--- config.mk ---
export PLATFORM = sky130hd
export DESIGN_NAME = ucc_timer
export DESIGN_NICKNAME = d
export VERILOG_FILES = /design/src/design/ucc_pkg.sv /design/src/design/ucc_timer.sv
export VERILOG_INCLUDE_DIRS = /design/src /design/src/design
export SDC_FILE = /design/constraint.sdc
export NUM_CORES = 1
export LEC_CHECK = 0
export ABC_AREA = 1
export BUFFER_PORTS_ARGS = -buffer_cell sky130_fd_sc_hd__clkbuf_2
export CORE_MARGIN = 3
export CORE_UTILIZATION = 56
export DETAILED_ROUTE_END_ITERATION = 10
export GPL_ROUTABILITY_DRIVEN = 0
export PLACE_DENSITY_LB_ADDON = 0.25
export SLEW_MARGIN = 20
export SYNTH_ARGS = -nofsm -noshare
export SYNTH_HDL_FRONTEND = slang
export SYNTH_SLANG_ARGS = --single-unit
--- constraint.sdc ---
create_clock -name CORE_CLK_IN -period 14.8 [get_ports CORE_CLK_IN]
set_input_delay 2.96 -clock CORE_CLK_IN [delete_from_list [all_inputs] [get_ports CORE_CLK_IN]]
set_output_delay 2.96 -clock CORE_CLK_IN [all_outputs]
set_load 0.05 [all_outputs]
--- src/design/ucc_params.svh ---
// constants of the up counter with capture/compare unit
// included by ucc_pkg and by the top module; definitions only
`ifndef UCC_PARAMS_SVH
`define UCC_PARAMS_SVH

// register byte addresses on the AXI4-Lite bus
`define UCC_OFS_COUNT    32'h0ffff680
`define UCC_OFS_CC_A     32'h0ffff684
`define UCC_OFS_CC_B     32'h0ffff688
`define UCC_OFS_CTRL_A   32'h0ffff68c
`define UCC_OFS_CTRL_B   32'h0ffff690
`define UCC_OFS_EDGE     32'h0ffff694

// timer_ctrl_a fields
`define UCC_A_UNIT_EN    0
`define UCC_A_RUN        1
`define UCC_A_PSC_LO     4
`define UCC_A_PSC_HI     6

// timer_ctrl_b fields
`define UCC_B_MODE_A     0
`define UCC_B_MODE_B     1
`define UCC_B_EXT_CLR    2
`define UCC_B_MATCH_CLR  3
`define UCC_B_EXT_CLK    4
`define UCC_B_ACT_LVL    5
`define UCC_B_OUT_EN     6
`define UCC_B_OVF_STOP   7

// edge_select_reg field positions (two bits each)
`define UCC_E_COUNT      0
`define UCC_E_CLEAR      2
`define UCC_E_CAP_A      4
`define UCC_E_CAP_B      6

// reset values
`define UCC_RST_CTRL_A   8'h00
`define UCC_RST_CTRL_B   8'h20
`define UCC_RST_EDGE     8'h00
`define UCC_RST_COUNT    16'h0000
`define UCC_RST_CC       16'h0000

// counter limits and response codes
`define UCC_COUNT_MAX    16'hffff
`define UCC_RESP_OKAY    2'b00
`define UCC_RESP_SLVERR  2'b10

`endif

--- src/design/ucc_pkg.sv ---
// types shared by the up counter with capture/compare unit
// assumes ucc_params.svh is on the include path
package ucc_pkg;
	`include "ucc_params.svh"

	// valid edge choice of one pin
	typedef enum logic [1:0] {
		UCC_EDGE_FALL = 2'b00,
		UCC_EDGE_RISE = 2'b01,
		UCC_EDGE_BOTH = 2'b10,
		UCC_EDGE_BTH2 = 2'b11
	} ucc_edge_t;

	typedef logic [15:0] ucc_word_t;
endpackage

--- src/design/ucc_timer.sv ---
// 16-bit up counter with two capture/compare registers, AXI4-Lite slave
// assumes one 125 MHz clock; pins are asynchronous and synchronised here
// Function
// - 16-bit up counter, internal prescaled tick or external event input.
// - count_run set lets the counter run; cleared halts it.
// - External mode counts synchronised valid edges of ext_count_input.
// - Internal mode counts base clock divided by 2 to 256.
// - Overflow raises overflow_irq; overflow_stop stops counting after it.
// - Counter forced to zero asynchronously by unit disable or reset.
// - Sync clear when not running, or on compare match a with clear.
// - Mode bit 0 means capture, mode bit 1 means compare.
// - Valid capture edge latches the count, held until next capture.
// - Each capture input has its own rise/fall/both edge select.
// - Capture mode: valid capture edge raises capcomp_irq.
// - Capture registers read zero while the unit is disabled.
// - Capture colliding with count_run clear gives no interrupt.
// - Compare mode: equality on a count tick raises capcomp_irq.
// - Match a sets, match b resets the pulse output flip-flop.
// - Writes to a capture/compare register in capture mode are ignored.
// - Compare mode capture pin raises no interrupt.
// - Pulse output is inactive level while count_run is 0.
// - Overflow stop holds zero until count_run is written 1 again.
`timescale 1ns/1ns
`include "ucc_params.svh"

module ucc_timer
	import ucc_pkg::*;
(
	// clock and reset
	input  wire logic        CORE_CLK_IN,
	input  wire logic        SYS_RST_IN,
	// AXI4-Lite write address and data
	input  wire logic [31:0] S_AXI_AWADDR_IN,
	input  wire logic        S_AXI_AWVALID_IN,
	output logic             S_AXI_AWREADY_OUT,
	input  wire logic [31:0] S_AXI_WDATA_IN,
	input  wire logic [3:0]  S_AXI_WSTRB_IN,
	input  wire logic        S_AXI_WVALID_IN,
	output logic             S_AXI_WREADY_OUT,
	// AXI4-Lite write response
	output logic [1:0]       S_AXI_BRESP_OUT,
	output logic             S_AXI_BVALID_OUT,
	input  wire logic        S_AXI_BREADY_IN,
	// AXI4-Lite read
	input  wire logic [31:0] S_AXI_ARADDR_IN,
	input  wire logic        S_AXI_ARVALID_IN,
	output logic             S_AXI_ARREADY_OUT,
	output logic [31:0]      S_AXI_RDATA_OUT,
	output logic [1:0]       S_AXI_RRESP_OUT,
	output logic             S_AXI_RVALID_OUT,
	input  wire logic        S_AXI_RREADY_IN,
	// external pins
	input  wire logic        EXT_COUNT_INPUT_IN,
	input  wire logic        EXT_CLEAR_INPUT_IN,
	input  wire logic        CAPTURE_INPUT_A_IN,
	input  wire logic        CAPTURE_INPUT_B_IN,
	// events and pulse output
	output logic             OVERFLOW_IRQ_OUT,
	output logic             CAPCOMP_IRQ_A_OUT,
	output logic             CAPCOMP_IRQ_B_OUT,
	output logic             PULSE_OUT
);

	// control registers
	logic [7:0]  timer_ctrl_a, next_ctrl_a;
	logic [7:0]  timer_ctrl_b, next_ctrl_b;
	logic [7:0]  edge_select_reg, next_edge;
	ucc_word_t   main_counter, next_counter;
	ucc_word_t   capcomp_reg_a, next_cc_a;
	ucc_word_t   capcomp_reg_b, next_cc_b;
	logic [7:0]  prescale, next_prescale;
	logic        ovf_hold, next_ovf_hold;
	logic        pulse_ff, next_pulse_ff, next_pulse_pin;
	logic        next_ovf_irq, next_irq_a, next_irq_b;

	// bus state
	logic        next_awready, next_bvalid, next_arready, next_rvalid;
	logic [1:0]  next_bresp, next_rresp;
	logic [31:0] next_rdata, rd_word;
	logic        rd_hit, wr_hit, wr_take, wr_ctrl_a;

	// pin synchronisers: 0 count, 1 clear, 2 capture a, 3 capture b
	logic [3:0]  pin_raw, pin_s1, pin_s2, pin_s3, pin_edge;

	logic        unit_en, unit_rst, count_run, tick;
	logic        match_a, match_b, run_clearing;

	assign unit_en   = timer_ctrl_a[`UCC_A_UNIT_EN];
	assign count_run = timer_ctrl_a[`UCC_A_RUN];
	// timer registers and pin synchronisers, not timer_ctrl_a or the bus, held in asynchronous reset while disabled
	assign unit_rst  = SYS_RST_IN | ~unit_en;
	assign pin_raw   = {CAPTURE_INPUT_B_IN, CAPTURE_INPUT_A_IN,
		EXT_CLEAR_INPUT_IN, EXT_COUNT_INPUT_IN};

	// per-pin synchroniser and edge selector
	genvar gi;
	generate
		for (gi = 0; gi < 4; gi++) begin : g_pin
			ucc_edge_t sel;
			assign sel = ucc_edge_t'(edge_select_reg[2*gi +: 2]);
			always_ff @(posedge CORE_CLK_IN or posedge unit_rst) begin
				if (unit_rst) begin
					pin_s1[gi] <= 1'b0;
					pin_s2[gi] <= 1'b0;
					pin_s3[gi] <= 1'b0;
				end else begin
					pin_s1[gi] <= pin_raw[gi];
					pin_s2[gi] <= pin_s1[gi];
					pin_s3[gi] <= pin_s2[gi];
				end
			end
			always_comb begin
				unique case (sel)
					UCC_EDGE_FALL: pin_edge[gi] = ~pin_s2[gi] & pin_s3[gi];
					UCC_EDGE_RISE: pin_edge[gi] = pin_s2[gi] & ~pin_s3[gi];
					default:       pin_edge[gi] = pin_s2[gi] ^ pin_s3[gi];
				endcase
			end
		end
	endgenerate

	// count tick: prescaler terminal count or external edge
	always_comb begin
		if (timer_ctrl_b[`UCC_B_EXT_CLK])
			tick = pin_edge[0];
		else
			tick = &(prescale | ~((8'h02 <<
				timer_ctrl_a[`UCC_A_PSC_HI:`UCC_A_PSC_LO]) - 8'h01));
	end

	assign match_a = tick & timer_ctrl_b[`UCC_B_MODE_A]
		& (main_counter == capcomp_reg_a);
	assign match_b = tick & timer_ctrl_b[`UCC_B_MODE_B]
		& (main_counter == capcomp_reg_b);

	// AXI4-Lite decode; write waits until address and data both offered
	assign wr_take = S_AXI_AWVALID_IN & S_AXI_WVALID_IN
		& ~S_AXI_AWREADY_OUT & ~S_AXI_BVALID_OUT;
	assign wr_ctrl_a = wr_take & S_AXI_WSTRB_IN[0]
		& (S_AXI_AWADDR_IN == `UCC_OFS_CTRL_A);
	assign run_clearing = wr_ctrl_a & count_run
		& ~S_AXI_WDATA_IN[`UCC_A_RUN];

	always_comb begin
		wr_hit = 1'b1;
		unique case (S_AXI_AWADDR_IN)
			`UCC_OFS_COUNT, `UCC_OFS_CC_A, `UCC_OFS_CC_B,
			`UCC_OFS_CTRL_A, `UCC_OFS_CTRL_B, `UCC_OFS_EDGE: wr_hit = 1'b1;
			default: wr_hit = 1'b0;
		endcase
		rd_hit  = 1'b1;
		rd_word = 32'h00000000;
		unique case (S_AXI_ARADDR_IN)
			`UCC_OFS_COUNT:  rd_word = {16'h0000, main_counter};
			// disabled unit reads zero through its reset as well
			`UCC_OFS_CC_A:   rd_word = {16'h0000,
				unit_en ? capcomp_reg_a : 16'h0000};
			`UCC_OFS_CC_B:   rd_word = {16'h0000,
				unit_en ? capcomp_reg_b : 16'h0000};
			`UCC_OFS_CTRL_A: rd_word = {24'h000000, timer_ctrl_a};
			`UCC_OFS_CTRL_B: rd_word = {24'h000000, timer_ctrl_b};
			`UCC_OFS_EDGE:   rd_word = {24'h000000, edge_select_reg};
			default:         rd_hit  = 1'b0;
		endcase
	end

	always_comb begin
		next_awready = wr_take;
		next_bvalid  = S_AXI_BVALID_OUT;
		next_bresp   = S_AXI_BRESP_OUT;
		if (wr_take) begin
			next_bvalid = 1'b1;
			next_bresp  = wr_hit ? `UCC_RESP_OKAY : `UCC_RESP_SLVERR;
		end else if (S_AXI_BVALID_OUT && S_AXI_BREADY_IN) begin
			next_bvalid = 1'b0;
		end
		next_arready = S_AXI_ARVALID_IN & ~S_AXI_ARREADY_OUT
			& ~S_AXI_RVALID_OUT;
		next_rvalid  = S_AXI_RVALID_OUT;
		next_rdata   = S_AXI_RDATA_OUT;
		next_rresp   = S_AXI_RRESP_OUT;
		if (next_arready) begin
			next_rvalid = 1'b1;
			next_rdata  = rd_word;
			next_rresp  = rd_hit ? `UCC_RESP_OKAY : `UCC_RESP_SLVERR;
		end else if (S_AXI_RVALID_OUT && S_AXI_RREADY_IN) begin
			next_rvalid = 1'b0;
		end
	end

	always_ff @(posedge CORE_CLK_IN or posedge SYS_RST_IN) begin
		if (SYS_RST_IN) begin
			S_AXI_AWREADY_OUT <= 1'b0;
			S_AXI_WREADY_OUT  <= 1'b0;
			S_AXI_BVALID_OUT  <= 1'b0;
			S_AXI_BRESP_OUT   <= `UCC_RESP_OKAY;
			S_AXI_ARREADY_OUT <= 1'b0;
			S_AXI_RVALID_OUT  <= 1'b0;
			S_AXI_RDATA_OUT   <= 32'h00000000;
			S_AXI_RRESP_OUT   <= `UCC_RESP_OKAY;
			timer_ctrl_a      <= `UCC_RST_CTRL_A;
		end else begin
			S_AXI_AWREADY_OUT <= next_awready;
			S_AXI_WREADY_OUT  <= next_awready;
			S_AXI_BVALID_OUT  <= next_bvalid;
			S_AXI_BRESP_OUT   <= next_bresp;
			S_AXI_ARREADY_OUT <= next_arready;
			S_AXI_RVALID_OUT  <= next_rvalid;
			S_AXI_RDATA_OUT   <= next_rdata;
			S_AXI_RRESP_OUT   <= next_rresp;
			timer_ctrl_a      <= next_ctrl_a;
		end
	end

	// timer next state
	always_comb begin
		next_ctrl_a    = timer_ctrl_a;
		next_ctrl_b    = timer_ctrl_b;
		next_edge      = edge_select_reg;
		next_counter   = main_counter;
		next_cc_a      = capcomp_reg_a;
		next_cc_b      = capcomp_reg_b;
		next_prescale  = prescale + 8'h01;
		next_ovf_hold  = ovf_hold;
		next_ovf_irq   = 1'b0;
		next_irq_a     = 1'b0;
		next_irq_b     = 1'b0;
		next_pulse_ff  = pulse_ff;

		// unit enable alone: other bits are dead while it is clear
		if (wr_ctrl_a) begin
			next_ctrl_a = unit_en ? S_AXI_WDATA_IN[7:0]
				: {7'h00, S_AXI_WDATA_IN[`UCC_A_UNIT_EN]};
			if (S_AXI_WDATA_IN[`UCC_A_RUN])
				next_ovf_hold = 1'b0;
		end
		if (wr_take && S_AXI_WSTRB_IN[0]
				&& S_AXI_AWADDR_IN == `UCC_OFS_CTRL_B)
			next_ctrl_b = S_AXI_WDATA_IN[7:0];
		if (wr_take && S_AXI_WSTRB_IN[0]
				&& S_AXI_AWADDR_IN == `UCC_OFS_EDGE)
			next_edge = S_AXI_WDATA_IN[7:0];
		// counter register has no write path at all
		if (wr_take && &S_AXI_WSTRB_IN[1:0] && timer_ctrl_b[`UCC_B_MODE_A]
				&& S_AXI_AWADDR_IN == `UCC_OFS_CC_A)
			next_cc_a = S_AXI_WDATA_IN[15:0];
		if (wr_take && &S_AXI_WSTRB_IN[1:0] && timer_ctrl_b[`UCC_B_MODE_B]
				&& S_AXI_AWADDR_IN == `UCC_OFS_CC_B)
			next_cc_b = S_AXI_WDATA_IN[15:0];

		// captures run off the pin edge, not the count tick
		if (!timer_ctrl_b[`UCC_B_MODE_A] && pin_edge[2]
				&& !run_clearing) begin
			next_cc_a  = main_counter;
			next_irq_a = 1'b1;
		end
		if (!timer_ctrl_b[`UCC_B_MODE_B] && pin_edge[3]
				&& !run_clearing) begin
			next_cc_b  = main_counter;
			next_irq_b = 1'b1;
		end

		if (!count_run) begin
			next_counter  = `UCC_RST_COUNT;
			next_prescale = 8'h00;
			next_pulse_ff = 1'b0;
		end else if (!ovf_hold) begin
			if (timer_ctrl_b[`UCC_B_EXT_CLR] && pin_edge[1]) begin
				next_counter = `UCC_RST_COUNT;
			end else if (tick) begin
				if (match_a && timer_ctrl_b[`UCC_B_MATCH_CLR]) begin
					next_counter = `UCC_RST_COUNT;
				end else if (main_counter == `UCC_COUNT_MAX) begin
					next_counter = `UCC_RST_COUNT;
					next_ovf_irq = 1'b1;
					next_ovf_hold = timer_ctrl_b[`UCC_B_OVF_STOP];
				end else begin
					next_counter = main_counter + 16'h0001;
				end
			end
			// compare interrupts only in compare mode
			next_irq_a = next_irq_a | match_a;
			next_irq_b = next_irq_b | match_b;
			if (timer_ctrl_b[`UCC_B_OUT_EN]) begin
				// reset side wins when both match together
				if (match_b)
					next_pulse_ff = 1'b0;
				else if (match_a)
					next_pulse_ff = 1'b1;
			end
		end
		next_pulse_pin = timer_ctrl_b[`UCC_B_ACT_LVL]
			? next_pulse_ff : ~next_pulse_ff;
	end

	always_ff @(posedge CORE_CLK_IN or posedge unit_rst) begin
		if (unit_rst) begin
			timer_ctrl_b      <= `UCC_RST_CTRL_B;
			edge_select_reg   <= `UCC_RST_EDGE;
			main_counter      <= `UCC_RST_COUNT;
			capcomp_reg_a     <= `UCC_RST_CC;
			capcomp_reg_b     <= `UCC_RST_CC;
			prescale          <= 8'h00;
			ovf_hold          <= 1'b0;
			pulse_ff          <= 1'b0;
			PULSE_OUT         <= 1'b0;
			OVERFLOW_IRQ_OUT  <= 1'b0;
			CAPCOMP_IRQ_A_OUT <= 1'b0;
			CAPCOMP_IRQ_B_OUT <= 1'b0;
		end else begin
			timer_ctrl_b      <= next_ctrl_b;
			edge_select_reg   <= next_edge;
			main_counter      <= next_counter;
			capcomp_reg_a     <= next_cc_a;
			capcomp_reg_b     <= next_cc_b;
			prescale          <= next_prescale;
			ovf_hold          <= next_ovf_hold;
			pulse_ff          <= next_pulse_ff;
			PULSE_OUT         <= next_pulse_pin;
			OVERFLOW_IRQ_OUT  <= next_ovf_irq;
			CAPCOMP_IRQ_A_OUT <= next_irq_a;
			CAPCOMP_IRQ_B_OUT <= next_irq_b;
		end
	end
endmodule // ucc_timer

After elaboration in Yosys (flattened, before gate mapping)
Cells that the tools add are included.

cells by class
  muxes and demuxes = 54
  reductions and logical operators = 32
  eq/ne operators = 21
  bitwise operators = 45
  shift-type cells = 1
  add/subtract/negate cells = 3

operator list
  cell                                                                 count
  32-bit by 28-bit == test with 1-bit output (second input constant)   12
  16-bit two-way mux                                                   12
  16-bit one-hot mux with 6 select lines                               1
  1-bit two-way mux                                                    33
  16-bit == test                                                       2
  1-bit AND                                                            21
  16-bit by 1-bit adder with 16-bit output (second input constant)     1
  16-bit == test (second input constant)                               1
  1-bit logical AND                                                    16
  8-bit two-way mux                                                    2
  1-bit NOT                                                            15
  6-bit OR reduction                                                   2
  8-bit by 1-bit adder with 8-bit output (second input constant)       1
  2-bit by 1-bit == test with 1-bit output (second input constant)     4
  2-bit zero test                                                      4
  8-bit NOT                                                            1
  8-bit OR                                                             1
  1-bit one-hot mux with 2 select lines                                4
  8-bit AND reduction                                                  1
  2-bit nonzero test                                                   4
  2-bit by 3-bit left shift with 8-bit output (first input constant)   1
  8-bit by 1-bit subtractor with 8-bit output (second input constant)  1
  2-bit two-way mux                                                    2
  2-bit AND reduction                                                  2
  other kinds (5)                                                      12

word-level totals
  bits of input ports = 111
  register bits = 138
  output and inout port bits = 45

Logic depth before layout (Yosys ltp)
  word-level depth = 15
  mapped depth = 15
  depth with buffers taken out = 15

Worst setup path before layout
No wires, ideal clock.

  path type = input to register
  from = in S_AXI_AWADDR_IN[31]
  to = reg capcomp_reg_a[4]
  arrival time = 4273 ps
  stages = 11
  setup time = 123 ps
  setup slack = 10404 ps
  cell sequence = nor2_1 > nand2_1 > nor2_1 > nand2_1 > nor3_4 > nand4_4 > nand2_2 > buf_2 > o21ai_0 > o21ai_0 > nand2_1

between the ends
  word-level cells in the longest chain between the ends = 7
  elaborated cells between the ends (all ways) = 10

RTL lines
  what                                                      RTL line          RTL
  start, declared                                           ucc_timer.sv:33   input wire logic [31:0] S_AXI_AWADDR_IN,
  32-bit by 28-bit == test with 1-bit output                n/a
  1-bit AND                                                 ucc_timer.sv:139  assign wr_ctrl_a = wr_take & S_AXI_WSTRB_IN[0]
  1-bit AND (2 in series)                                   ucc_timer.sv:141  assign run_clearing = wr_ctrl_a & count_run
  1-bit zero test                                           ucc_timer.sv:253  && !run_clearing) begin
  1-bit logical AND                                         ucc_timer.sv:252  if (!timer_ctrl_b[`UCC_B_MODE_A] && pin_edge[2]
  16-bit two-way mux or 2-bit nonzero test (tied branches)  n/a
  end signal, assigned                                      ucc_timer.sv:301  capcomp_reg_a <= `UCC_RST_CC;
  end signal, assigned                                      ucc_timer.sv:314  capcomp_reg_a <= next_cc_a;
  end, declared                                             ucc_timer.sv:69   ucc_word_t capcomp_reg_a, next_cc_a;

Parallel ways exist; a longest one is shown, timed or not.
A chain may end at the register's enable or synchronous reset.

Final worst setup path
  from = in S_AXI_AWADDR_IN[31]
  to = reg capcomp_reg_b[2]

between the ends
  word-level cells in the longest chain between the ends = 7
  elaborated cells between the ends (all ways) = 10

RTL lines
  what                                                      RTL line          RTL
  32-bit by 28-bit == test with 1-bit output                n/a
  1-bit AND                                                 ucc_timer.sv:139
  1-bit AND (2 in series)                                   ucc_timer.sv:141
  1-bit zero test                                           ucc_timer.sv:258  && !run_clearing) begin
  1-bit logical AND                                         ucc_timer.sv:257  if (!timer_ctrl_b[`UCC_B_MODE_B] && pin_edge[3]
  16-bit two-way mux or 2-bit nonzero test (tied branches)  n/a
  end signal, assigned                                      ucc_timer.sv:302  capcomp_reg_b <= `UCC_RST_CC;
  end signal, assigned                                      ucc_timer.sv:315  capcomp_reg_b <= next_cc_b;
  end, declared                                             ucc_timer.sv:70   ucc_word_t capcomp_reg_b, next_cc_b;

Parallel ways exist; a longest one is shown, timed or not.

==> flow_summary.ini <==
[outcome]
status = finished clean

[clocking]
cts_root_buffer = clkbuf_16
post_cts_resize_count = 0
number_of_hold_buffers_added_after_cts = 0
cts_inserted_buffers = 17
clk_slew_on_worst_s_h_paths_ns = 0.05
postCtsSetupBuffers = 0
insertion_delay_ns = 0.42
tritoncts_num_sinks = 120
cts.htree.levels = 4
cts_tree = built
clockBufferDepth = 2

[die]
dieArea_um2 = 14900
chipHeight_um = 122
design.portCount = 156
core.rowCount = 41
initial_core_util = 0.584
floorplan.core_area_um2 = 12900
die_x_um = 122

[setup_path]
crit_path_max_fanout = 48
crit_arrival_ns = 5.14
cp.required_ns = 15.09
crit_path_capture_type = flop
timing.critical_path.from_type = input port
ff2ff_path_depth = 9
timing.setup.critical_path_class = input port to flop

[synthesis]
ys.warnings.count = 0
post_synth_instance_area_um2 = 7520
mapped_avg_cell_area_um2 = 7.05
yosysUniqueCellTypes = 44
synth-async-reset-ratio = 1.00
netlist_instances = 1067
ys_seq_area_frac = 0.399
postSynth.topFlopCell = dfrtp_1
number_of_synthesized_flops_with_an_enable_pin = 0
synth_seq_cells = 120

[detailed_routing]
first_pass_iteration_count_of_the_detailed_router = 6
wl_per_cell_um = 15.7
detail_route.iter0.violations = 688
postRouteAntennaNets = 0
vias_per_cell = 5.66
post-route-drc-count = 0
detailroute.via_count = 7644
routed_wirelength_um = 21300

[placed_design]
buffer_ports.inserted = 119
dp.final_hpwl_um = 15600

[power_and_ir_drop]
p_comb_frac = 0.112
power.share.switching = 0.270
power.static_leakage_nw = 4.53
power_frac_clock = 0.458
power-per-cell-area_nw_per_um2 = 97.8
p_seq_frac = 0.430
total_switching_power_w = 0.000228
ir_worst_vdd_uv = 71.4
internal_power_w = 0.000617

[layout]
multi_input_comb_area_um2 = 3820
area_growth_pct = 14.9
final_net_count = 1287
n_antenna_cell = 0
fillerInstances = 1097
final_layout_size_suffix_gt1_frac = 0.154
fin_util = 0.671
ff_latch_area_um2 = 3010

[sta]
worst_pin_slew_ns = 1.01
worst_slew_margin_rel = 0.325
grt_setup_unrepaired = false
final.period_utilization = 0.327
report.final.setup_viol = 0
timing.clock.skew_ns = 0.00581
report.final.slew_viol_count = 0
fin_setup_tns_ns = 0
final-hold-violation-count = 0
period_needed_ns = 4.84
max_freq_mhz = 207

[hold_path]
hold_path_stages = 0
min_path_type = flop to flop

[global_routing]
first_global_vias = 6873
first_pass_grt_wire_length_um = 33500
gr-total-overflow = 0
grt_start_max_net_pins = 63
overall_routing_resource_usage = 0.291
initial_antenna_violation_count = 0

[run]
number_of_max_cap_violations = 0
critical path, cell delays in order:
cell and delay, ns:
clkbuf_2 0.08, nor2_1 0.09, nand2_1 0.06, nor2_1 0.09, nand2_1 0.15, nor3_4 0.14
buf_4 0.28, nand4_4 0.25, nand2_2 0.66, nand2_1 0.13, o21ai_0 0.14, nand2_1 0.08
power by group through the flow:
stage	logic (W)	clock network [W]	registers, W
floorplan	0.0000595	0	0.000375
global placement	0.0000919	0	0.000368
detailed placement	0.0000940	0	0.000368
CTS	0.0000946	0.000388	0.000363
global route	0.000105	0.000402	0.000365
finish	0.0000945	0.000387	0.000364
synth_stat cells, types with 4 or more instances:
| cell | instances | share of area |
|---|---|---|
| a21oi_1 | 13 | 0.0087 |
| buf_2 | 20 | 0.013 |
| buf_4 | 20 | 0.020 |
| clkbuf_1 | 16 | 0.0080 |
| clkinv_1 | 5 | 0.0025 |
| dfrtp_1 | 119 | 0.40 |
| ha_1 | 10 | 0.017 |
| inv_1 | 104 | 0.052 |
| nand2_1 | 330 | 0.16 |
| nand3_1 | 149 | 0.099 |
| nand3b_1 | 8 | 0.0080 |
| nand4_1 | 29 | 0.024 |
| nor2_1 | 76 | 0.038 |
| nor3_1 | 13 | 0.0087 |
| nor3_2 | 4 | 0.0053 |
| nor4_1 | 6 | 0.0050 |
| o211ai_1 | 6 | 0.0060 |
| o21ai_0 | 77 | 0.051 |
| o22ai_1 | 4 | 0.0033 |
| o31ai_1 | 7 | 0.0070 |
| or2_2 | 4 | 0.0033 |
| xnor2_1 | 6 | 0.0070 |
| xor2_1 | 7 | 0.0082 |
logic make-up after synthesis:
family / share of synthesized area
buffers and inverters: 0.103
xor gates and xnor gates: 0.0151
muxes: 0.00299
adders and majority gates: 0.0166
AOI/OAI and AO/OA: 0.0812
and+or+nand+nor: 0.381
DFF: 0.399
other: 0.000499
placed cells by master (no fill, tap or decap), types with 13 or more instances in the layout:
cell       count
nor3_1        13
clkbuf_16     17
a21oi_1       13
o21ai_0       77
dfrtp_1      118
nand2_1      330
clkbuf_2     119
nand3_1      149
nand4_1       29
inv_1        104
conb_1        18
nor2_1        75
final cells by class:
| cell class | instances | area share |
|---|---|---|
| multi-input combinational | 792 | 0.442 |
| sequential | 120 | 0.348 |
| timing repair buffer | 125 | 0.0741 |
| clock buffer | 23 | 0.0553 |
| inverter | 110 | 0.0478 |
| tap | 172 | 0.0249 |
| clock inverter | 8 | 0.00840 |
metal layers:
| metal | wire length, um | vias up | share of wire | global-route usage |
|---|---|---|---|---|
| met5 | 0 | - | 0 | 0 |
| met4 | 627 | 0 | 0.029 | 0.123 |
| met3 | 2510 | 63 | 0.12 | 0.0696 |
| met2 | 9590 | 467 | 0.45 | 0.452 |
| met1 | 8530 | 3465 | 0.40 | 0.392 |
| li1 | - | 3649 | - | - |
metrics by stage:
step	hold WS (ns)	setup WS [ns]	std cells	instance area (um2)	total power, W
4_1_cts	0.344	10.0	1350	8640	0.000846
6_report	0.344	9.96	1350	8640	0.000845
5_1_grt	0.352	9.75	1350	8640	0.000873
2_1_floorplan	0.331	6.61	1084	7580	0.000434
3_5_place_dp	0.335	9.63	1319	8090	0.000462
3_3_place_gp	0.334	9.67	1319	8090	0.000460
path summary, 6_finish.rpt:
kind,startpoint,slack [ns],endpoint
worst max-delay path,S_AXI_AWADDR_IN[31],9.96,capcomp_reg_b[2]
worst min-delay path,pin_s1[0],0.34,pin_s2[0]
worst max register to register,pin_s2[2],11.82,capcomp_reg_a[2]
worst min register to register,pin_s1[0],0.34,pin_s2[0]
max in group asynchronous,SYS_RST_IN,10.71,capcomp_reg_a[10]
min in group asynchronous,timer_ctrl_a[0],1.49,edge_select_reg[0]
(Power assumes the default switching activity.)
